==> config.mk <==
export PLATFORM = sky130hd
export DESIGN_NAME = sdsa_top
export DESIGN_NICKNAME = d
export VERILOG_FILES = /design/src/design/sdsa_pkg.sv /design/src/design/sdsa_gap_if.sv /design/src/design/sdsa_gap_cnt.sv /design/src/design/sdsa_card_attr.sv /design/src/design/sdsa_top.sv
export SDC_FILE = /design/constraint.sdc
export NUM_CORES = 1
export LEC_CHECK = 0
export BUFFER_PORTS_ARGS = -buffer_cell sky130_fd_sc_hd__buf_2
export CORE_MARGIN = 4
export CORE_UTILIZATION = 50
export CTS_BUF_LIST = sky130_fd_sc_hd__clkbuf_2
export CTS_CLUSTER_DIAMETER = 30
export CTS_CLUSTER_SIZE = 8
export DETAILED_ROUTE_END_ITERATION = 10
export PLACE_DENSITY_LB_ADDON = 0.05
export REMOVE_ABC_BUFFERS = 1
export SETUP_SLACK_MARGIN = 0.5
export SLEW_MARGIN = 15
export SYNTH_ARGS = -nofsm -noshare
export SYNTH_HDL_FRONTEND = slang
export SYNTH_SLANG_ARGS = --single-unit
export TNS_END_PERCENT = 50
==> constraint.sdc <==
create_clock -name clk_i -period 2 [get_ports clk_i]
set_input_delay 0.3 -clock clk_i [delete_from_list [all_inputs] [get_ports clk_i]]
set_output_delay 0.3 -clock clk_i [all_outputs]
set_load 0.01 [all_outputs]
==> src/design/sdsa_pkg.sv <==
// Constants, command type and helpers for the SDRAM spacing and card space attribute block.
// Assumes a 32-bit classic Wishbone register bus and one 10 MHz bus clock.
// Operation
// - Precharge-start wait field adds 0, 1, 2 or 3 cycles before precharge.
// - Non-bank-active: wait after write-with-autoprecharge before activating that bank.
// - Bank-active: wait between plain write and precharge of the same bank.
// - Reserved bit below the precharge-start wait field reads zero; write zero.
// - Refresh idle field gives 2, 3, 5 or 8 idle cycles.
// - After auto-refresh, wait idle count before activate, refresh or mode set.
// - After self-refresh release, wait idle count before activate, refresh or mode set.
// - One shared SDRAM timing setting serves both areas 2 and 3.
// - Upper address line high: attribute bit 21 picks memory or I/O card.
// - Upper address line low: attribute bit 20 picks memory or I/O card.
// - Space attribute bits act only for areas set to the card interface.
// - Card register bits 31..22 and 19..15 read zero; write zeros.
`default_nettype none
package sdsa_pkg;
  // SDRAM commands seen by the spacing logic
  typedef enum logic [2:0] {
    SDSA_CMD_ROW_ACTIVATE,
    SDSA_CMD_READ,
    SDSA_CMD_PLAIN_WRITE,
    SDSA_CMD_WRITE_AUTOPRE,
    SDSA_CMD_PRECHARGE,
    SDSA_CMD_AUTO_REFRESH,
    SDSA_CMD_MODE_SET,
    SDSA_CMD_SELF_EXIT
  } sdsa_cmd_e;

  // Register byte offsets
  localparam logic [7:0]  SDSA_ADR_SDRAM   = 8'h00;
  localparam logic [7:0]  SDSA_ADR_CARD5   = 8'h04;
  localparam logic [7:0]  SDSA_ADR_CARD6   = 8'h08;
  localparam logic [7:0]  SDSA_ADR_MODE    = 8'h0C;
  localparam logic [7:0]  SDSA_ADR_STATUS  = 8'h10;

  // Writable bits and reset values
  localparam logic [31:0] SDSA_SDRAM_WMASK = 32'h0000_6D9B;
  localparam logic [31:0] SDSA_SDRAM_RST   = 32'h0000_0500;
  localparam logic [31:0] SDSA_CARD_WMASK  = 32'h0030_7FCF;
  localparam logic [31:0] SDSA_CARD_RST    = 32'h0000_0500;
  localparam logic [31:0] SDSA_MODE_WMASK  = 32'h0000_0007;
  localparam logic [31:0] SDSA_MODE_RST    = 32'h0000_0000;

  // Field positions
  localparam int SDSA_PRE_WAIT_LSB  = 3;
  localparam int SDSA_RSV_BIT       = 2;
  localparam int SDSA_REF_IDLE_LSB  = 0;
  localparam int SDSA_SA_UPPER_BIT  = 21;
  localparam int SDSA_SA_LOWER_BIT  = 20;
  localparam int SDSA_MODE_BANK_ACT = 0;
  localparam int SDSA_MODE_CARD5    = 1;
  localparam int SDSA_MODE_CARD6    = 2;
  localparam int SDSA_STAT_REF_BUSY = 4;
  localparam int SDSA_STAT_PENDING  = 5;

  // Sizes and idle cycle figures
  localparam int         SDSA_BANKS     = 4;
  localparam logic [3:0] SDSA_REF_IDLE0 = 4'h2;
  localparam logic [3:0] SDSA_REF_IDLE1 = 4'h3;
  localparam logic [3:0] SDSA_REF_IDLE2 = 4'h5;
  localparam logic [3:0] SDSA_REF_IDLE3 = 4'h8;

  // Refresh idle code to cycle count
  function automatic logic [3:0] sdsa_ref_cycles(input logic [1:0] code);
    case (code)
      2'h0:    sdsa_ref_cycles = SDSA_REF_IDLE0;
      2'h1:    sdsa_ref_cycles = SDSA_REF_IDLE1;
      2'h2:    sdsa_ref_cycles = SDSA_REF_IDLE2;
      default: sdsa_ref_cycles = SDSA_REF_IDLE3;
    endcase
  endfunction
endpackage
`default_nettype wire

==> src/design/sdsa_gap_if.sv <==
// Interface between the spacing controller and one gap counter.
// Assumes both ends share the bus clock.
`timescale 1ns/10ps
`default_nettype none
interface sdsa_gap_if;
  logic       load;
  logic [3:0] val;
  logic [3:0] remain;
  logic       busy;
  // Controller end
  modport ctl (output load, output val, input remain, input busy);
  // Counter end
  modport cnt (input load, input val, output remain, output busy);
endinterface
`default_nettype wire

==> src/design/sdsa_gap_cnt.sv <==
// Down counter holding off commands for a loaded number of cycles.
// Assumes load is a one-cycle pulse on the command issue edge.
`timescale 1ns/10ps
`default_nettype none
module sdsa_gap_cnt (
  // Clock and reset
  input  wire logic clk_i,
  input  wire logic rst_i,
  // Counter link
  sdsa_gap_if.cnt   gap
);
  import sdsa_pkg::*;

  logic [3:0] remain_ff;

  // Load on issue, then count down to zero
  always_ff @(posedge clk_i) begin
    if (rst_i) begin
      remain_ff <= 4'h0;
    end else if (gap.load) begin
      remain_ff <= gap.val;
    end else if (remain_ff != 4'h0) begin
      remain_ff <= remain_ff - 4'h1;
    end
  end

  // Busy while cycles remain
  assign gap.remain = remain_ff;
  assign gap.busy   = (remain_ff != 4'h0);
endmodule
`default_nettype wire

==> src/design/sdsa_card_attr.sv <==
// Space attribute decode for a card area.
// Assumes the attribute bits and area type come from registers.
`timescale 1ns/10ps
`default_nettype none
module sdsa_card_attr (
  // Area settings
  input  wire logic sa_upper_i,
  input  wire logic sa_lower_i,
  input  wire logic is_card_i,
  // Access
  input  wire logic upper_address_line_i,
  // Decoded space
  output logic      io_space_o,
  output logic      mem_space_o
);
  logic sel_attr;

  // Upper line picks which attribute bit applies
  assign sel_attr    = upper_address_line_i ? sa_upper_i : sa_lower_i;
  // Non-card areas get neither space
  assign io_space_o  = is_card_i & sel_attr;
  assign mem_space_o = is_card_i & ~sel_attr;
endmodule
`default_nettype wire

==> src/design/sdsa_top.sv <==
// SDRAM command spacing and card space attribute selection with Wishbone registers.
// Assumes the command sequencer holds a request until req_ack_o and drops it after.
`timescale 1ns/10ps
`default_nettype none
module sdsa_top (
  // Clock and reset
  input  wire logic                clk_i,
  input  wire logic                rst_i,
  // Wishbone slave
  input  wire logic                wb_cyc_i,
  input  wire logic                wb_stb_i,
  input  wire logic                wb_we_i,
  input  wire logic [7:0]          wb_adr_i,
  input  wire logic [3:0]          wb_sel_i,
  input  wire logic [31:0]         wb_dat_i,
  output logic      [31:0]         wb_dat_o,
  output logic                     wb_ack_o,
  // SDRAM command request
  input  wire logic                req_valid_i,
  input  wire sdsa_pkg::sdsa_cmd_e req_cmd_i,
  input  wire logic [1:0]          req_bank_i,
  output logic                     req_ack_o,
  // SDRAM command issue
  output logic                     cmd_valid_o,
  output sdsa_pkg::sdsa_cmd_e      cmd_o,
  output logic      [1:0]          cmd_bank_o,
  // Card access
  input  wire logic                card_req_i,
  input  wire logic                card_area_sel_i,
  input  wire logic                upper_address_line_i,
  output logic                     card_valid_o,
  output logic                     card_io_space_o,
  output logic                     card_mem_space_o
);
  import sdsa_pkg::*;

  // Registers
  logic [31:0] sdram_area_wait_control_ff;
  logic [31:0] card_area5_wait_control_ff;
  logic [31:0] card_area6_wait_control_ff;
  logic [31:0] mode_control_ff;
  logic [31:0] wb_dat_ff;
  logic        wb_ack_ff;
  logic        req_ack_ff;
  logic        cmd_valid_ff;
  sdsa_cmd_e   cmd_ff;
  logic [1:0]  cmd_bank_ff;
  logic        card_valid_ff;
  logic        card_io_ff;
  logic        card_mem_ff;

  // Decoded and combinational signals
  logic        wb_req;
  logic        wb_wr;
  logic [31:0] wmask;
  logic [31:0] rd_data;
  logic [31:0] status_word;
  logic [1:0]  pre_wait_code;
  logic [1:0]  ref_idle_code;
  logic        bank_active_mode;
  logic [SDSA_BANKS-1:0] bank_busy;
  logic        ref_block;
  logic        bank_block;
  logic        issue;
  logic        is_ref_guarded;
  logic        is_bank_guarded;
  logic        wr_loads;
  logic        io5;
  logic        mem5;
  logic        io6;
  logic        mem6;

  // Counter links
  sdsa_gap_if bank_gap [SDSA_BANKS] ();
  sdsa_gap_if ref_gap ();

  // Wishbone request and byte lane mask
  assign wb_req = wb_cyc_i & wb_stb_i & ~wb_ack_ff;
  assign wb_wr  = wb_req & wb_we_i;
  assign wmask  = {{8{wb_sel_i[3]}}, {8{wb_sel_i[2]}}, {8{wb_sel_i[1]}}, {8{wb_sel_i[0]}}};

  // Shared timing fields for areas 2 and 3
  assign pre_wait_code    = sdram_area_wait_control_ff[SDSA_PRE_WAIT_LSB +: 2];
  assign ref_idle_code    = sdram_area_wait_control_ff[SDSA_REF_IDLE_LSB +: 2];
  assign bank_active_mode = mode_control_ff[SDSA_MODE_BANK_ACT];

  // SDRAM timing register, reserved bits never stored
  always_ff @(posedge clk_i) begin
    if (rst_i) begin
      sdram_area_wait_control_ff <= SDSA_SDRAM_RST;
    end else if (wb_wr && (wb_adr_i[7:2] == SDSA_ADR_SDRAM[7:2])) begin
      sdram_area_wait_control_ff <= ((sdram_area_wait_control_ff & ~wmask) |
                                     (wb_dat_i & wmask)) & SDSA_SDRAM_WMASK;
    end
  end

  // Card area 5 register
  always_ff @(posedge clk_i) begin
    if (rst_i) begin
      card_area5_wait_control_ff <= SDSA_CARD_RST;
    end else if (wb_wr && (wb_adr_i[7:2] == SDSA_ADR_CARD5[7:2])) begin
      card_area5_wait_control_ff <= ((card_area5_wait_control_ff & ~wmask) |
                                     (wb_dat_i & wmask)) & SDSA_CARD_WMASK;
    end
  end

  // Card area 6 register
  always_ff @(posedge clk_i) begin
    if (rst_i) begin
      card_area6_wait_control_ff <= SDSA_CARD_RST;
    end else if (wb_wr && (wb_adr_i[7:2] == SDSA_ADR_CARD6[7:2])) begin
      card_area6_wait_control_ff <= ((card_area6_wait_control_ff & ~wmask) |
                                     (wb_dat_i & wmask)) & SDSA_CARD_WMASK;
    end
  end

  // Mode register: bank-active mode and card area types
  always_ff @(posedge clk_i) begin
    if (rst_i) begin
      mode_control_ff <= SDSA_MODE_RST;
    end else if (wb_wr && (wb_adr_i[7:2] == SDSA_ADR_MODE[7:2])) begin
      mode_control_ff <= ((mode_control_ff & ~wmask) | (wb_dat_i & wmask)) & SDSA_MODE_WMASK;
    end
  end

  // Live status of the spacing logic
  always_comb begin
    status_word                     = 32'h0000_0000;
    status_word[SDSA_BANKS-1:0]     = bank_busy;
    status_word[SDSA_STAT_REF_BUSY] = ref_block | ref_gap.busy;
    status_word[SDSA_STAT_PENDING]  = req_valid_i & ~issue;
  end

  // Read multiplexer, unmapped reads return zero
  always_comb begin
    if (wb_adr_i[7:2] == SDSA_ADR_SDRAM[7:2]) begin
      rd_data = sdram_area_wait_control_ff;
    end else if (wb_adr_i[7:2] == SDSA_ADR_CARD5[7:2]) begin
      rd_data = card_area5_wait_control_ff;
    end else if (wb_adr_i[7:2] == SDSA_ADR_CARD6[7:2]) begin
      rd_data = card_area6_wait_control_ff;
    end else if (wb_adr_i[7:2] == SDSA_ADR_MODE[7:2]) begin
      rd_data = mode_control_ff;
    end else if (wb_adr_i[7:2] == SDSA_ADR_STATUS[7:2]) begin
      rd_data = status_word;
    end else begin
      rd_data = 32'h0000_0000;
    end
  end

  // One-cycle acknowledge with registered read data
  always_ff @(posedge clk_i) begin
    if (rst_i) begin
      wb_ack_ff <= 1'b0;
      wb_dat_ff <= 32'h0000_0000;
    end else begin
      wb_ack_ff <= wb_req;
      if (wb_req && !wb_we_i) begin
        wb_dat_ff <= rd_data;
      end
    end
  end

  // Commands held off by the refresh idle time
  assign is_ref_guarded = (req_cmd_i == SDSA_CMD_ROW_ACTIVATE) ||
                          (req_cmd_i == SDSA_CMD_AUTO_REFRESH) ||
                          (req_cmd_i == SDSA_CMD_MODE_SET);
  // Commands held off by the precharge-start wait
  assign is_bank_guarded = bank_active_mode ? (req_cmd_i == SDSA_CMD_PRECHARGE)
                                            : (req_cmd_i == SDSA_CMD_ROW_ACTIVATE);
  // Writes that start a precharge-start wait in the current mode
  assign wr_loads = bank_active_mode ? (req_cmd_i == SDSA_CMD_PLAIN_WRITE)
                                     : (req_cmd_i == SDSA_CMD_WRITE_AUTOPRE);

  assign ref_block  = ref_gap.busy & is_ref_guarded;
  assign bank_block = bank_busy[req_bank_i] & is_bank_guarded;
  // Issue once per request, never in the acknowledge cycle
  assign issue = req_valid_i & ~req_ack_ff & ~ref_block & ~bank_block;

  // Per-bank precharge-start counters
  for (genvar b = 0; b < SDSA_BANKS; b++) begin : g_bank
    assign bank_gap[b].load = issue & wr_loads & (req_bank_i == 2'(b));
    assign bank_gap[b].val  = {2'h0, pre_wait_code};
    assign bank_busy[b]     = bank_gap[b].busy;
    sdsa_gap_cnt u_bank_cnt (
      .clk_i (clk_i),
      .rst_i (rst_i),
      .gap   (bank_gap[b])
    );
  end

  // Refresh and self-refresh release idle counter
  assign ref_gap.load = issue && ((req_cmd_i == SDSA_CMD_AUTO_REFRESH) ||
                                  (req_cmd_i == SDSA_CMD_SELF_EXIT));
  assign ref_gap.val  = sdsa_ref_cycles(ref_idle_code);
  sdsa_gap_cnt u_ref_cnt (
    .clk_i (clk_i),
    .rst_i (rst_i),
    .gap   (ref_gap)
  );

  // Command issue and request acknowledge
  always_ff @(posedge clk_i) begin
    if (rst_i) begin
      cmd_valid_ff <= 1'b0;
      req_ack_ff   <= 1'b0;
      cmd_ff       <= SDSA_CMD_READ;
      cmd_bank_ff  <= 2'h0;
    end else begin
      cmd_valid_ff <= issue;
      req_ack_ff   <= issue;
      if (issue) begin
        cmd_ff      <= req_cmd_i;
        cmd_bank_ff <= req_bank_i;
      end
    end
  end

  // Space attribute decode per card area
  sdsa_card_attr u_attr5 (
    .sa_upper_i           (card_area5_wait_control_ff[SDSA_SA_UPPER_BIT]),
    .sa_lower_i           (card_area5_wait_control_ff[SDSA_SA_LOWER_BIT]),
    .is_card_i            (mode_control_ff[SDSA_MODE_CARD5]),
    .upper_address_line_i (upper_address_line_i),
    .io_space_o           (io5),
    .mem_space_o          (mem5)
  );
  sdsa_card_attr u_attr6 (
    .sa_upper_i           (card_area6_wait_control_ff[SDSA_SA_UPPER_BIT]),
    .sa_lower_i           (card_area6_wait_control_ff[SDSA_SA_LOWER_BIT]),
    .is_card_i            (mode_control_ff[SDSA_MODE_CARD6]),
    .upper_address_line_i (upper_address_line_i),
    .io_space_o           (io6),
    .mem_space_o          (mem6)
  );

  // Registered space selection for the access
  always_ff @(posedge clk_i) begin
    if (rst_i) begin
      card_valid_ff <= 1'b0;
      card_io_ff    <= 1'b0;
      card_mem_ff   <= 1'b0;
    end else begin
      card_valid_ff <= card_req_i;
      card_io_ff    <= card_req_i & (card_area_sel_i ? io6 : io5);
      card_mem_ff   <= card_req_i & (card_area_sel_i ? mem6 : mem5);
    end
  end

  // Outputs
  assign wb_dat_o         = wb_dat_ff;
  assign wb_ack_o         = wb_ack_ff;
  assign req_ack_o        = req_ack_ff;
  assign cmd_valid_o      = cmd_valid_ff;
  assign cmd_o            = cmd_ff;
  assign cmd_bank_o       = cmd_bank_ff;
  assign card_valid_o     = card_valid_ff;
  assign card_io_space_o  = card_io_ff;
  assign card_mem_space_o = card_mem_ff;

  // Checker helpers: idle cycles seen since the last spacing command
  logic [3:0] chk_ref_since_ff;
  logic [3:0] chk_ref_need_ff;
  logic [3:0] chk_bank_since_ff [SDSA_BANKS];
  logic [3:0] chk_bank_need_ff  [SDSA_BANKS];
  logic       chk_sel_upper;
  logic       chk_sel_lower;
  logic       chk_sel_card;

  always_ff @(posedge clk_i) begin
    if (rst_i) begin
      chk_ref_since_ff <= 4'hF;
      chk_ref_need_ff  <= 4'h0;
    end else if (cmd_valid_o && ((cmd_o == SDSA_CMD_AUTO_REFRESH) ||
                                 (cmd_o == SDSA_CMD_SELF_EXIT))) begin
      chk_ref_since_ff <= 4'h0;
      chk_ref_need_ff  <= sdsa_ref_cycles(ref_idle_code);
    end else if (chk_ref_since_ff != 4'hF) begin
      chk_ref_since_ff <= chk_ref_since_ff + 4'h1;
    end
  end

  always_ff @(posedge clk_i) begin
    for (int b = 0; b < SDSA_BANKS; b++) begin
      if (rst_i) begin
        chk_bank_since_ff[b] <= 4'hF;
        chk_bank_need_ff[b]  <= 4'h0;
      end else if (cmd_valid_o && (cmd_bank_o == b[1:0]) &&
                   ((cmd_o == SDSA_CMD_WRITE_AUTOPRE) || (cmd_o == SDSA_CMD_PLAIN_WRITE))) begin
        chk_bank_since_ff[b] <= 4'h0;
        chk_bank_need_ff[b]  <= {2'h0, pre_wait_code};
      end else if (chk_bank_since_ff[b] != 4'hF) begin
        chk_bank_since_ff[b] <= chk_bank_since_ff[b] + 4'h1;
      end
    end
  end

  assign chk_sel_upper = card_area_sel_i ? card_area6_wait_control_ff[SDSA_SA_UPPER_BIT]
                                         : card_area5_wait_control_ff[SDSA_SA_UPPER_BIT];
  assign chk_sel_lower = card_area_sel_i ? card_area6_wait_control_ff[SDSA_SA_LOWER_BIT]
                                         : card_area5_wait_control_ff[SDSA_SA_LOWER_BIT];
  assign chk_sel_card  = card_area_sel_i ? mode_control_ff[SDSA_MODE_CARD6]
                                         : mode_control_ff[SDSA_MODE_CARD5];
endmodule
`default_nettype wire

* After elaboration in Yosys (flattened, before gate mapping) *
Index checks and enable logic that the tools add are counted.

operators by class
  magnitude comparators = 1
  add/subtract/negate cells = 5
  reduce and logical (&&, ||, !) cells = 28
  bitwise operators = 38
  multiplexer cells = 24
  eq/ne operators = 15

operator list
  kind                   count
  $and A22 B22 Y22       3
  $mux W22               3
  $or A22 B22 Y22        2
  $not A22 Y22           1
  $and A1 B1 Y1          20
  $reduce_bool A4 Y1     5
  $sub A4 B1 Y4 const B  5
  $mux W2                8
  $and A15 B15 Y15       1
  $or A15 B15 Y15        1
  $eq A3 B3 Y1 const B   4
  $eq A6 B2 Y1 const B   2
  $mux W6                2
  $pmux W4 S3            1
  $reduce_bool A2 Y1     5
  $mux W4                2
  $reduce_or A2 Y1       4
  $mux W1                7
  $not A1 Y1             7
  $eq A2 B2 Y1 const B   3
  $eq A3 B2 Y1 const B   2
  $eq A6 B1 Y1 const B   1
  $eq A6 B3 Y1 const B   1
  $logic_and A1 B1 Y1    6
  11 further kinds       15

storage, ports and cells
  output and inout port bits = 43
  bits of input ports = 58
  logic and storage cells = 132
  register bits after elaboration = 105

* Longest topological paths before layout *
Gate-level depths: netlist of run 1.

  word-level depth = 14
  gate-level depth with buffers = 7
  depth with buffers taken out = 7

* Modules after synthesis *
From an unflattened synthesis of run 1, not the netlist that was laid out.

unflattened totals
  cell total of the unflattened synthesis = 500
  area, all modules = 4650.7 µm²

by module, submodules not included
  module          cells each  area an instance (µm²)  times used  sequential area each (µm²)
  sdsa_top        364         3454.6                  1           1401.3
  sdsa_gap_cnt    26          230.2                   5           80.1
  sdsa_card_attr  3           22.5                    2           0.0

* Worst setup path after synthesis of run 1 *
OpenSTA, ideal clock, no wires.

  path kind = register to register
  from = register g_bank[0].u_bank_cnt.remain_ff[0]
  to = register wb_dat_ff[5] (netlist: wb_dat_o[5])
  required time = 1904 ps
  arrival time = 1822 ps
  setup time = 96 ps
  path slack = 82 ps
  stages on the path, launching flop included = 8
  cell sequence = dfxtp_1 > inv_1 > ha_1 > nor3b_1 > and2b_1 > a2111oi_2 > nor3_4 > o41ai_2

between the ends
  longest elaborated chain between the ends = 13

RTL lines
  what                           line                text
  start, declared                sdsa_gap_cnt.sv:14  logic [3:0] remain_ff;
  start signal, assigned         sdsa_gap_cnt.sv:21  remain_ff <= gap.val;
  start signal, assigned         sdsa_gap_cnt.sv:23  remain_ff <= remain_ff - 4'h1;
  $reduce_bool A4 Y1             sdsa_gap_cnt.sv:29  assign gap.busy = (remain_ff != 4'h0);
  $bmux W1 S2                    sdsa_top.sv:176     assign bank_block = bank_busy[req_bank_i] & is_bank_guarded;
  $mux W1 (implied by the code)  sdsa_top.sv:176
  $and A1 B1 Y1                  sdsa_top.sv:176
  $not A1 Y1                     sdsa_top.sv:178     assign issue = req_valid_i & ~req_ack_ff & ~ref_block & ~bank_block;
  $and A1 B1 Y1                  sdsa_top.sv:178
  $not A1 Y1                     sdsa_top.sv:131     status_word[SDSA_STAT_PENDING] = req_valid_i & ~issue;
  $and A1 B1 Y1                  sdsa_top.sv:131
  $mux W6                        sdsa_top.sv:144     end else if (wb_adr_i[7:2] == SDSA_ADR_STATUS[7:2]) begin
  $mux W6                        sdsa_top.sv:142     end else if (wb_adr_i[7:2] == SDSA_ADR_MODE[7:2]) begin
  $mux W22                       sdsa_top.sv:140     end else if (wb_adr_i[7:2] == SDSA_ADR_CARD6[7:2]) begin
  $mux W22                       sdsa_top.sv:138     end else if (wb_adr_i[7:2] == SDSA_ADR_CARD5[7:2]) begin
  $mux W22                       sdsa_top.sv:136     if (wb_adr_i[7:2] == SDSA_ADR_SDRAM[7:2]) begin
  end signal, assigned           sdsa_top.sv:159     wb_dat_ff <= rd_data;
  end, declared                  sdsa_top.sv:42      logic [31:0] wb_dat_ff;

Every way passes these cells. The select of a mux whose other input is x is not followed.
A chain may end at the register's enable or synchronous reset.

==> results summary, run 1 <==
The internal power contribution came out at 3.58 mW. The met2 usage came out at 34.4%. The switching power of the nets is 1.87 mW. The number of top-level pins came out at 101.

CTS saw 90 sinks. In the global route stage, overall resource usage came out at 21.2%. Counting instances, the worst hold path has a depth of 3. The arrival time of the worst setup path came out at 2.28 ns. Setup repair after global routing could not meet its margin everywhere. The capture point of the worst reg-to-reg path is wb_dat_o[5]. The global routing met1 resource utilization is 28.5%.

The delay of the slowest cell on the worst path is 0.38 ns. The post-layout instance count excluding filler cells is 722. The clock root buffer is clkbuf_2. IR analysis of the VDD net gives a maximum drop of 0.368 mV. 0 antenna diodes ended up in the layout.

The final estimated routing congestion in global placement came out at 0.829. The share of power burned in the clock network is 17.5%. The switching power share of the total is 34.3%.

The worst setup path is launched from a flip-flop. The ratio of cells with drive above 1 in the final layout came out at 28.7%. Summing over every cut layer, the via total after detailed routing is 3874. The portion of the clock cycle consumed by the worst path in the final layout came out at 89.7%.

The number of inserted filler cells in the final layout came out at 709. For this run, design rule violations remaining after detail routing come to 0. The count of buffers added on input and output ports is 66. At the later pin of the worst-skew pair, clock insertion delay measures 0.55 ns.

The number of buffers inserted during clock tree synthesis is 9. The starting density of the core is 52.0%. In the synthesized netlist the async set-or-reset flop fraction comes to 0%. Cells fill 66.1% of the core in the end. For this design the ratio of total power to cell area is 987 nW/µm². The routed length per placed instance is 14.5 µm.

The clock transition at the registers of the reported paths is 0.26 ns. For the worst setup path, the data required time is 2.48 ns. The critical path in this run is classified as flip-flop to flip-flop. In the post-route analysis, the smallest setup slack over all paths is 0.207 ns. The number of DRC markers after the initial detailed-route iteration is 139. The full die area is 10200 µm². The routed design could run at a clock period as short as 1.79 ns. After synthesis the netlist holds a flip-flop and latch count of 90.

The distinct cell type count of the synthesized netlist is 54. The flow ran to the end, and the final reports show no timing, DRC or antenna violations. The number of enable-type register cells in the synthesized netlist came out at 0. The achievable clock frequency came out at 558 MHz.

The largest individual stage delay along the critical path comes from the cell dfxtp_2. The most common cell after layout, fill and taps aside is dfxtp_1. The most used flip-flop cell after synthesis is dfxtp_1.

The final count of negative-setup-slack endpoints came out at 0. The core outline area is 8340 µm². The mean cell area of the mapped netlist is 8.58 µm².

The clock tree skew after final layout is 0.0308 ns. The layout overhead on the synthesized area came out at 27.3%. The first-pass GRT wire length is 17.4 mm. The number of detailed-route iterations in the first pass came out at 4.

The path with the worst hold slack has its endpoint at cmd_o[1]. The via count normalized by instance count is 5.37. The routed wire length is 10.5 mm. Across the run, the number of max-cap violations was 0. The sequential cells in the finished layout cover a total of 1820 µm². The total power came out at 5.44 mW. The static leakage is 2.25 nW.

The worst hold path belongs to the class primary input to flip-flop. TritonCTS built the clock tree. The sequential fraction of the synthesis area came out at 41.6%. The signal on the critical path passes through xor2_1 > or3_4 > a2111oi_4 > buf_4 > nor3_4 > buf_4 > o41ai_2. The number of cells in the design after placement is 674.

The placement row count is 33. The width of the die came out at 101 µm. In this design, the largest share of critical-path delay is due to compound AO/OA/AOI/OAI gates.

The worst setup slack for register-to-register paths came out at 0.21 ns. The via count of the first global-routing pass is 3683. The cell that appears most often on the critical path is buf_4. The number of antenna violations at the first check in global routing is 0.

In the final layout, the multi-input gates occupy 2490 µm². In this run, the combinational gates consume 41.5% of the power. The total buffers and inverters traversed by the critical path is 2. The fraction of power consumed by sequential logic is 41.0%. In the synthesized netlist, the number of instances is 505. Entering global routing, the biggest net connects 34 pins. Global routing used 4.43% of the available met3 tracks. For the worst flop-to-flop path, the logic depth is 7. The clock tree synthesis step divided the H-tree into 3 levels.

The clock passes through at most 2 buffers. The count of pins over their slew limit came out at 0. STA classifies the critical path endpoint as a flip-flop. In this run the most used layer during global routing was met2. The post-detailed-route count of antenna-violating nets came out at 0. The combined area of all synthesized cells came out at 4330 µm². The worst hold slack is 0.0489 ns. The HPWL reported at the end of detailed placement came out at 7.27 mm. The die height came out at 101 µm. The Yosys warning count came out at 0. The number of nets in the final layout is 684. The peak fanout along the critical path is 2.

At the placement stage, the worst setup path has a slack of -0.0124 ns. The worst hold path begins at req_cmd_i[1]. Leaving out fill and tap cells, the most frequent cells in the layout are dfxtp_1 (79), buf_2 (66), nand2_1 (53), nor2_1 (49), nand3_1 (38). The count of final hold-check violations came out at 0. The total overflow left after global routing is 0.
synth_stat cells, types with 2 or more instances:
cell / n / share of area [%]
nor3b_1: 2 / 0.35
nor2_1: 50 / 4.3
clkbuf_1: 17 / 1.5
xnor2_1: 14 / 2.8
a31oi_1: 2 / 0.29
a22oi_1: 11 / 1.9
a221oi_1: 2 / 0.40
nor3_1: 10 / 1.2
o21ai_0: 6 / 0.69
nand2b_1: 10 / 1.4
buf_2: 8 / 0.92
xor2_1: 3 / 0.61
nand3_1: 39 / 4.5
buf_1: 2 / 0.17
a211oi_1: 7 / 1.2
or3_1: 4 / 0.58
a211o_1: 2 / 0.40
buf_4: 16 / 2.8
nor3b_2: 4 / 1.2
o22ai_1: 5 / 0.72
a311oi_1: 6 / 1.2
mux2i_1: 25 / 5.8
dfxtp_1: 90 / 42
and2_1: 4 / 0.58
nor2b_1: 7 / 1.0
and3_1: 2 / 0.29
and3b_1: 2 / 0.40
nand2_1: 57 / 4.9
nand3b_1: 8 / 1.4
inv_1: 16 / 1.4
nand4_1: 2 / 0.29
a21oi_1: 36 / 4.2
ha_1: 14 / 4.0
nor4_1: 2 / 0.29
power groups by stage:
stage	combinational [mW]	clock, mW	sequential [mW]
2_1_floorplan	1.18	0	2.21
3_3_place_gp	1.66	0	2.21
3_5_place_dp	1.72	0	2.22
4_1_cts	2.00	0.968	2.21
5_1_grt	2.52	1.04	2.26
6_report	2.26	0.950	2.23
cell families after synthesis:
group	after synthesis	share of synthesized area [%]
AND/OR/NAND/NOR	213	24.9
flip-flops	90	41.6
AO/OA/AOI/OAI	86	13.4
buffers and inverters	59	6.73
multiplexers	25	5.77
XOR/XNOR	17	3.44
adder cells (fa/ha/maj)	14	4.04
other	1	0.0865
worst min-delay path: cells and delay by family:
family,cells,cell delay (ns)
buffers and inverters,1,0.15
AND/OR/NAND/NOR,1,0.09
multiplexers,1,0.06
per-layer routing:
| metal | vias up | share of wire [%] |
|---|---|---|
| li1 | 1937 | - |
| met3 | 15 | 4.9 |
| met1 | 1833 | 46 |
| met5 | - | 0 |
| met4 | 0 | 1.7 |
| met2 | 89 | 48 |
cell type report:
| type | count | area share, % |
|---|---|---|
| clock inverter | 5 | 1.13 |
| timing repair buffer | 125 | 16.4 |
| sequential | 90 | 32.9 |
| inverter | 16 | 1.09 |
| clock buffer | 11 | 0.998 |
| tap | 105 | 2.38 |
| multi-input combinational | 370 | 45.1 |
stage by stage:
step	setup TNS [ns]	area, µm²
after floorplan	-0.633	4160
after CTS	0	5360
after detailed placement	-0.0124	4870
final	0	5520
after global routing	0	5520
after global placement	0	4870
worst max-delay path by stage:
stage / depth (start not counted) / end / start
after CTS: 7 / wb_dat_o[5] / flip-flop
after floorplan: 5 / wb_dat_o[0] / wb_ack_o
after detailed placement: 9 / wb_dat_o[5] / g_bank[0].u_bank_cnt.gap.remain[1]
after global placement: 9 / wb_dat_o[5] / g_bank[0].u_bank_cnt.gap.remain[1]
after global routing: 7 / wb_dat_o[5] / flip-flop
final: 7 / wb_dat_o[5] / flip-flop
what timing repair did:
item,4_1_cts,5_1_grt
pin swaps,8,12
endpoints found under the hold margin,37,0
endpoints found under the setup margin,50,47
resized for setup,35,31
buffers inserted,6,8
hold buffers,18,0
(Power assumes the default switching activity.)
==> run 2: changes to the inputs <==
==> constraint.sdc (replaced) <==
create_clock -name clk_i -period 1.79 [get_ports clk_i]
set_input_delay 0.2685 -clock clk_i [delete_from_list [all_inputs] [get_ports clk_i]]
set_output_delay 0.2685 -clock clk_i [all_outputs]
set_load 0.01 [all_outputs]
==> results summary, run 2 (same netlist as run 1, synthesis figures left out) <==
The count of port buffers added during placement was 66 (unchanged). The remaining design rule violation count came out at 0 (unchanged). The utilization of the core after routing came out at 84.3% (+18 points). The worst-case clock buffer depth is 2 (unchanged). The worst hold path stage count came to 3 (unchanged). The clock tree skew after final layout is 0.0349 ns (+0.00405 ns).

The post-detailed-route count of antenna-violating nets came out at 0 (unchanged). The starting density of the core is 52.0% (unchanged). The share of power burned in the clock network is 14.7% (-2.8 points). The number of clock sinks is 90 (unchanged). The worst hold path belongs to the class primary input to flip-flop. The full die area came out at 10200 µm² (unchanged). The pin count of the biggest net entering global routing was 40 (+18%). Leaving out fill and tap cells, the most frequent cells in the layout are dfxtp_1 (55), buf_6 (53), buf_2 (41), buf_4 (41), nand2_1 (34). The achievable clock frequency was 544 MHz (-2.4%). The layout overhead on the synthesized area is 62.2%. The number of inserted diodes is 0 (unchanged). The checks that failed: negative setup slack. The number of cell instances on the worst register-to-register path was 7 (unchanged).

Leaving out fill and tap cells, the most frequent cell in the layout is dfxtp_1. The number of antenna violations at the first check in global routing came to 0 (unchanged). The count of final hold-check violations was 0 (unchanged). The critical path goes through xor2_1 > or3_4 > a2111oi_4 > buf_4 > nor3_4 > buf_6 > o41ai_2.

The static leakage is 2.67 nW (+18%). The routed length per placed instance is 17.3 µm (+19%). The sort of element at the end of the critical path is a flip-flop.

The critical path in this run is classified as flip-flop to flip-flop. The routed wire length was 13.2 mm (+26%). The worst hold slack is 0.0478 ns (-0.00112 ns). The required time at the worst-slack endpoint came out at 2.28 ns (-0.20 ns). The H-tree level count came out at 3 (unchanged). The arrival time of the worst setup path is 2.32 ns (+0.04 ns). The cell area power density is 1040 nW/µm² (+5.4%). The final count of negative-setup-slack endpoints came to 4 (+4). The pre-CTS worst setup slack came out at -0.0793 ns (-0.0669 ns). The portion of the clock cycle consumed by the worst path in the final layout is 103% (+13 points). The number of nets in the final layout is 728 (+6.4%). The final estimated routing congestion in global placement was 0.802 (-3.3%). The number of DRC markers after the initial detailed-route iteration is 167 (+20%). The transition time of the tightest slew-check pin came out at 0.834 ns. The first-pass GRT wire length is 18.6 mm (+7.0%).

The number of buffers inserted during clock tree synthesis is 9 (unchanged). Setup repair after global routing could not meet its margin everywhere. The worst setup slack for register-to-register paths came out at -0.05 ns (-0.25 ns). The share of power burned in combinational logic is 50.7% (+9.2 points). The number of cells in the design after placement came out at 688 (+2.1%). The total power was 7.31 mW (+34%). For this design, the slowest cell found on the critical path is dfxtp_2. The root buffer cell chosen for the clock tree is clkbuf_2. The total global routing track utilization came to 22.7% (+1.5 points). The clock latency at the later pin of the worst-skew pair is 0.57 ns (+0.02 ns). The max-cap check violation count is 0 (unchanged). The post-layout instance count excluding filler cells came out at 766 (+6.1%). The flow ran to the end, but the final reports show violations. The width of the die came out at 101 µm (unchanged). The number of top-level pins came out at 101 (unchanged). The ratio of cells with drive above 1 in the final layout is 57.5% (+29 points). The number of detailed-route iterations in the first pass came out at 5 (+1). The delay of the slowest cell on the worst path is 0.38 ns (about the same). The clock transition at the registers of the reported paths is 0.25 ns (about the same).

The core outline area came to 8340 µm² (unchanged). The maximum vdd drop came out at 0.577 mV (+57%). The switching power of the nets came out at 2.63 mW (+41%). The internal power contribution is 4.67 mW (+31%). The peak fanout along the critical path is 2 (unchanged). The final worst setup slack is -0.0478 ns (-0.255 ns). The via count of the first global-routing pass came to 3872 (+5.1%). The count of pins over their slew limit is 0 (unchanged). The fraction of power consumed by sequential logic came out at 34.6% (-6.4 points). The via count normalized by instance count came to 5.54 (+3.3%). STA classifies the critical path startpoint as a flip-flop. The shortest clock period the worst path allows after layout is 1.84 ns (+0.0448 ns).

The relative slew slack is 44.4%. The die height came out at 101 µm (unchanged). The switching power share of the total is 36.0% (+1.8 points). The placement row count is 33 (unchanged). TritonCTS built the clock tree. The final global-route overflow total is 0 (unchanged).

The count of vias placed by the detailed router came out at 4246 (+9.6%). The HPWL reported at the end of detailed placement was 7.24 mm (-0.34%).
run 2: cell count changes in the layout (fill, tap and decap cells not counted), sizes merged:
cell / before / now
clkinv: 1 / 2
buf: 107 / 149
dlygate4sd3: 18 / 19
run 2: per-layer routing:
metal / vias up / GRT usage [%] / wire length [µm]
li1: 2031 / - / -
met2: 123 / 38.5 / 6740
met3: 24 / 4.15 / 684
met1: 2068 / 29.3 / 5560
met4: 0 / 7.36 / 255
met5: - / 0 / 0
run 2: path summary, 6_finish.rpt:
check,startpoint,end
setup / recovery,flip-flop,wb_dat_o[5]
hold / removal,card_area_sel_i,card_io_space_o
setup reg to reg,flip-flop,wb_dat_o[5]
hold reg to reg,flip-flop,flip-flop
run 2: power groups by stage:
stage	clock network [mW]	logic [mW]	registers, mW
finish	1.07	3.71	2.53
detailed placement	0	2.09	2.46
CTS	1.06	2.90	2.49
global route	1.16	4.02	2.56
floorplan	0	1.31	2.47
global placement	0	2.03	2.45
run 2: metrics by stage:
stage,instance area (µm²),TNS (ns)
6_report,7030,-0.0981
5_1_grt,7030,-0.678
4_1_cts,6160,-0.0243
3_5_place_dp,4960,-0.163
3_3_place_gp,4960,-0.0457
2_1_floorplan,4160,-6.70
run 2: layout make-up:
class | instances | area [µm²]
Clock buffer | 10 | 50.0
Fill cell | 443 | 1310
Clock inverter | 6 | 66.3
Inverter | 16 | 62.6
Sequential cell | 90 | 1850
Timing Repair Buffer | 169 | 1580
Tap cell | 105 | 131
Multi-Input combinational cell | 370 | 3290
run 2: repair_timing:
action,4_1_cts,5_1_grt
cloned,1,1
endpoints found under the hold margin,38,0
buffers inserted,20,21
pin swaps,82,82
setup endpoints to repair,110,113
resized for setup,190,153
hold buffers,19,0
run 2: worst max-delay path: cells and delay by family, from the launching register on:
kind | cells | cell delay, ns
XOR/XNOR | 1 | 0.16
AND/OR/NAND/NOR | 2 | 0.42
flip-flops | 1 | 0.38
AO/OA/AOI/OAI | 2 | 0.50
buffers and inverters | 2 | 0.32
==> run 3: changes to the inputs <==
==> constraint.sdc (replaced) <==
create_clock -name clk_i -period 1.7 [get_ports clk_i]
set_input_delay 0.255 -clock clk_i [delete_from_list [all_inputs] [get_ports clk_i]]
set_output_delay 0.255 -clock clk_i [all_outputs]
set_load 0.01 [all_outputs]
==> results summary, run 3 (same netlist as run 1, synthesis figures left out) <==
The layout overhead on the synthesized area came out at 60.1%. The static leakage is 2.68 nW (+0.50%). The post-detailed-route count of antenna-violating nets came out at 0 (unchanged).

The clock root buffer is clkbuf_2. The worst setup path is of the flip-flop to flip-flop kind. The required time at the worst-slack endpoint is 2.18 ns (-0.10 ns).

The clock tree skew after final layout came out at 0.0208 ns (-0.0141 ns). The final global-route overflow total is 0 (unchanged). The pin count of the biggest net entering global routing is 29 (-28%). STA classifies the critical path startpoint as a flip-flop. The HPWL reported at the end of detailed placement was 7.52 mm (+3.9%).

The starting density of the core came out at 52.0% (unchanged). The count of final hold-check violations is 0 (unchanged). The peak fanout along the critical path is 6 (+4). The checks that failed: negative setup slack. The shortest clock period the worst path allows after layout was 1.92 ns (+0.0775 ns).

The full die area is 10200 µm² (unchanged). The cell area power density came to 1080 nW/µm² (+4.2%). The number of antenna violations at the first check in global routing is 0 (unchanged).

The number of inserted filler cells in the final layout came to 476 (+7.4%). The switching power share of the total is 35.2% (-0.83 points). The ratio of cells with drive above 1 in the final layout came out at 55.2% (-2.3 points). The most common cell after layout, fill and taps aside is dfxtp_1. The count of vias placed by the detailed router came out at 4330 (+2.0%).

The clock transition at the registers of the reported paths was 0.26 ns (about the same). The routed wire length is 13.5 mm (+1.9%). The portion of the clock cycle consumed by the worst path in the final layout is 113% (+10 points). The switching power of the nets is 2.65 mW (+0.52%). The final estimated routing congestion in global placement is 0.791 (-1.3%). The routed length per placed instance came out at 17.5 µm (+1.1%). The clock latency at the later pin of the worst-skew pair is 0.57 ns (about the same). Setup repair after global routing could not meet its margin everywhere.

The via count of the first global-routing pass came out at 4118 (+6.4%). TritonCTS built the clock tree. The arrival time of the worst setup path is 2.40 ns (+0.08 ns).

The internal power contribution is 4.87 mW (+4.2%). The flow ran to the end, but the final reports show violations. The number of top-level pins is 101 (unchanged).

The final count of negative-setup-slack endpoints came out at 7 (+3). The final worst setup slack came out at -0.215 ns (-0.168 ns). The fraction of power consumed by sequential logic was 35.3% (+0.7 points).

The core outline area came out at 8340 µm² (unchanged). The count of pins over their slew limit came out at 0 (unchanged). The achievable clock frequency is 522 MHz (-4.0%).

The worst setup path is captured at a flip-flop. The number of DRC markers after the initial detailed-route iteration came to 111 (-34%). The number of buffers inserted during clock tree synthesis came to 9 (unchanged).

The width of the die was 101 µm (unchanged). The placement row count is 33 (unchanged). The maximum vdd drop is 0.570 mV (-1.1%). The via count normalized by instance count is 5.61 (+1.2%). The max-cap check violation count is 0 (unchanged). The share of power burned in the clock network is 17.0% (+2.3 points).

The total power is 7.52 mW (+2.9%). In this run the most critical hold path is launched from wb_we_i. The worst min-delay path class is primary input to flip-flop. The remaining design rule violation count is 0 (unchanged). The number of nets in the final layout is 735 (+0.96%). The relative slew slack came out at 60.7% (+16 points).

The transition time of the tightest slew-check pin is 0.590 ns (-0.244 ns). The total global routing track utilization is 23.7% (+0.97 points). The number of clock sinks came out at 90 (unchanged). The share of power burned in combinational logic came out at 47.7% (-3.0 points). The first-pass GRT wire length came out at 19.5 mm (+4.7%). The count of port buffers added during placement is 66 (unchanged).

The cell area after placement came out at 5090 µm² (+2.5%). The final instance area was 6940 µm² (-1.3%). The top cell types in the final layout, fill and taps aside, are dfxtp_1 (61), buf_2 (49), buf_4 (49), buf_6 (47), nor2_1 (36). The die height is 101 µm (unchanged).

The worst-case clock buffer depth came to 2 (unchanged). The number of inserted diodes came out at 0 (unchanged). The H-tree level count came out at 3 (unchanged). The number of detailed-route iterations in the first pass came out at 5 (unchanged).
run 3: changes by cell type in the layout (fill, tap and decap cells not counted), sizes merged:
cell / change
clkbuf: -2
clkinvlp: -1
bufinv: +1
buf: +8
run 3: layout make-up:
type                            count  area [µm²]  area share (%)
Multi-Input combinational cell    370        3220            46.3
Sequential cell                    90        1840            26.5
Timing Repair Buffer              176        1560            22.4
Tap cell                          105         131            1.89
Clock inverter                      6        91.3            1.32
Inverter                           16        60.1           0.865
Clock buffer                        9        45.0           0.649
run 3: what timing repair did:
item,CTS,global route
endpoints found under the hold margin,42,0
pin swaps,72,78
endpoints found under the setup margin,110,114
gates cloned,2,1
resized for setup,119,183
hold buffers,19,0
buffers inserted,21,11
run 3: through the flow:
stage | worst slack (ns) | hold slack, ns | instances | TNS, ns | util (%)
3_3_place_gp | -0.127 | 0.443 | 703 | -0.532 | 61.0
4_1_cts | -0.124 | 0.0102 | 760 | -0.337 | 72.9
6_report | -0.215 | 0.0396 | 772 | -0.826 | 83.2
3_5_place_dp | -0.169 | 0.446 | 703 | -1.09 | 61.0
5_1_grt | -0.258 | -0.0103 | 772 | -1.21 | 83.2
2_1_floorplan | -0.500 | 0.324 | 476 | -11.80 | -
run 3: critical path, stage by stage (launching register included):
cell and delay [ns]:
dfxtp_2 0.39, xor2_1 0.17, or3_4 0.38, a2111oi_4 0.31, buf_4 0.17, nor3_4 0.04, buf_12 0.15, o41ai_2 0.22
run 3: power groups by stage:
| stage | registers (mW) | logic [mW] | clock network [mW] |
|---|---|---|---|
| after floorplan | 2.60 | 1.38 | 0 |
| after global placement | 2.57 | 2.22 | 0 |
| after detailed placement | 2.59 | 2.30 | 0 |
| after CTS | 2.61 | 2.95 | 1.26 |
| after global routing | 2.69 | 3.93 | 1.39 |
| final | 2.65 | 3.59 | 1.28 |
run 3: path summary, 6_finish.rpt:
path / to / slack (ns) / depth (start not counted)
setup reg to reg: wb_dat_o[5] / -0.22 / 7
hold reg to reg: flip-flop / 0.48 / 2
setup / recovery: wb_dat_o[5] / -0.22 / 7
hold / removal: wb_dat_o[3] / 0.04 / 4
run 3: metal layers:
metal  part of all wire [%]  vias up  track usage [%]
li1                       -     2045                -
met1                     41     2130             31.2
met2                     52      127             39.9
met3                    4.9       28             3.53
met4                    2.5        0             7.77
met5                      0        -                0
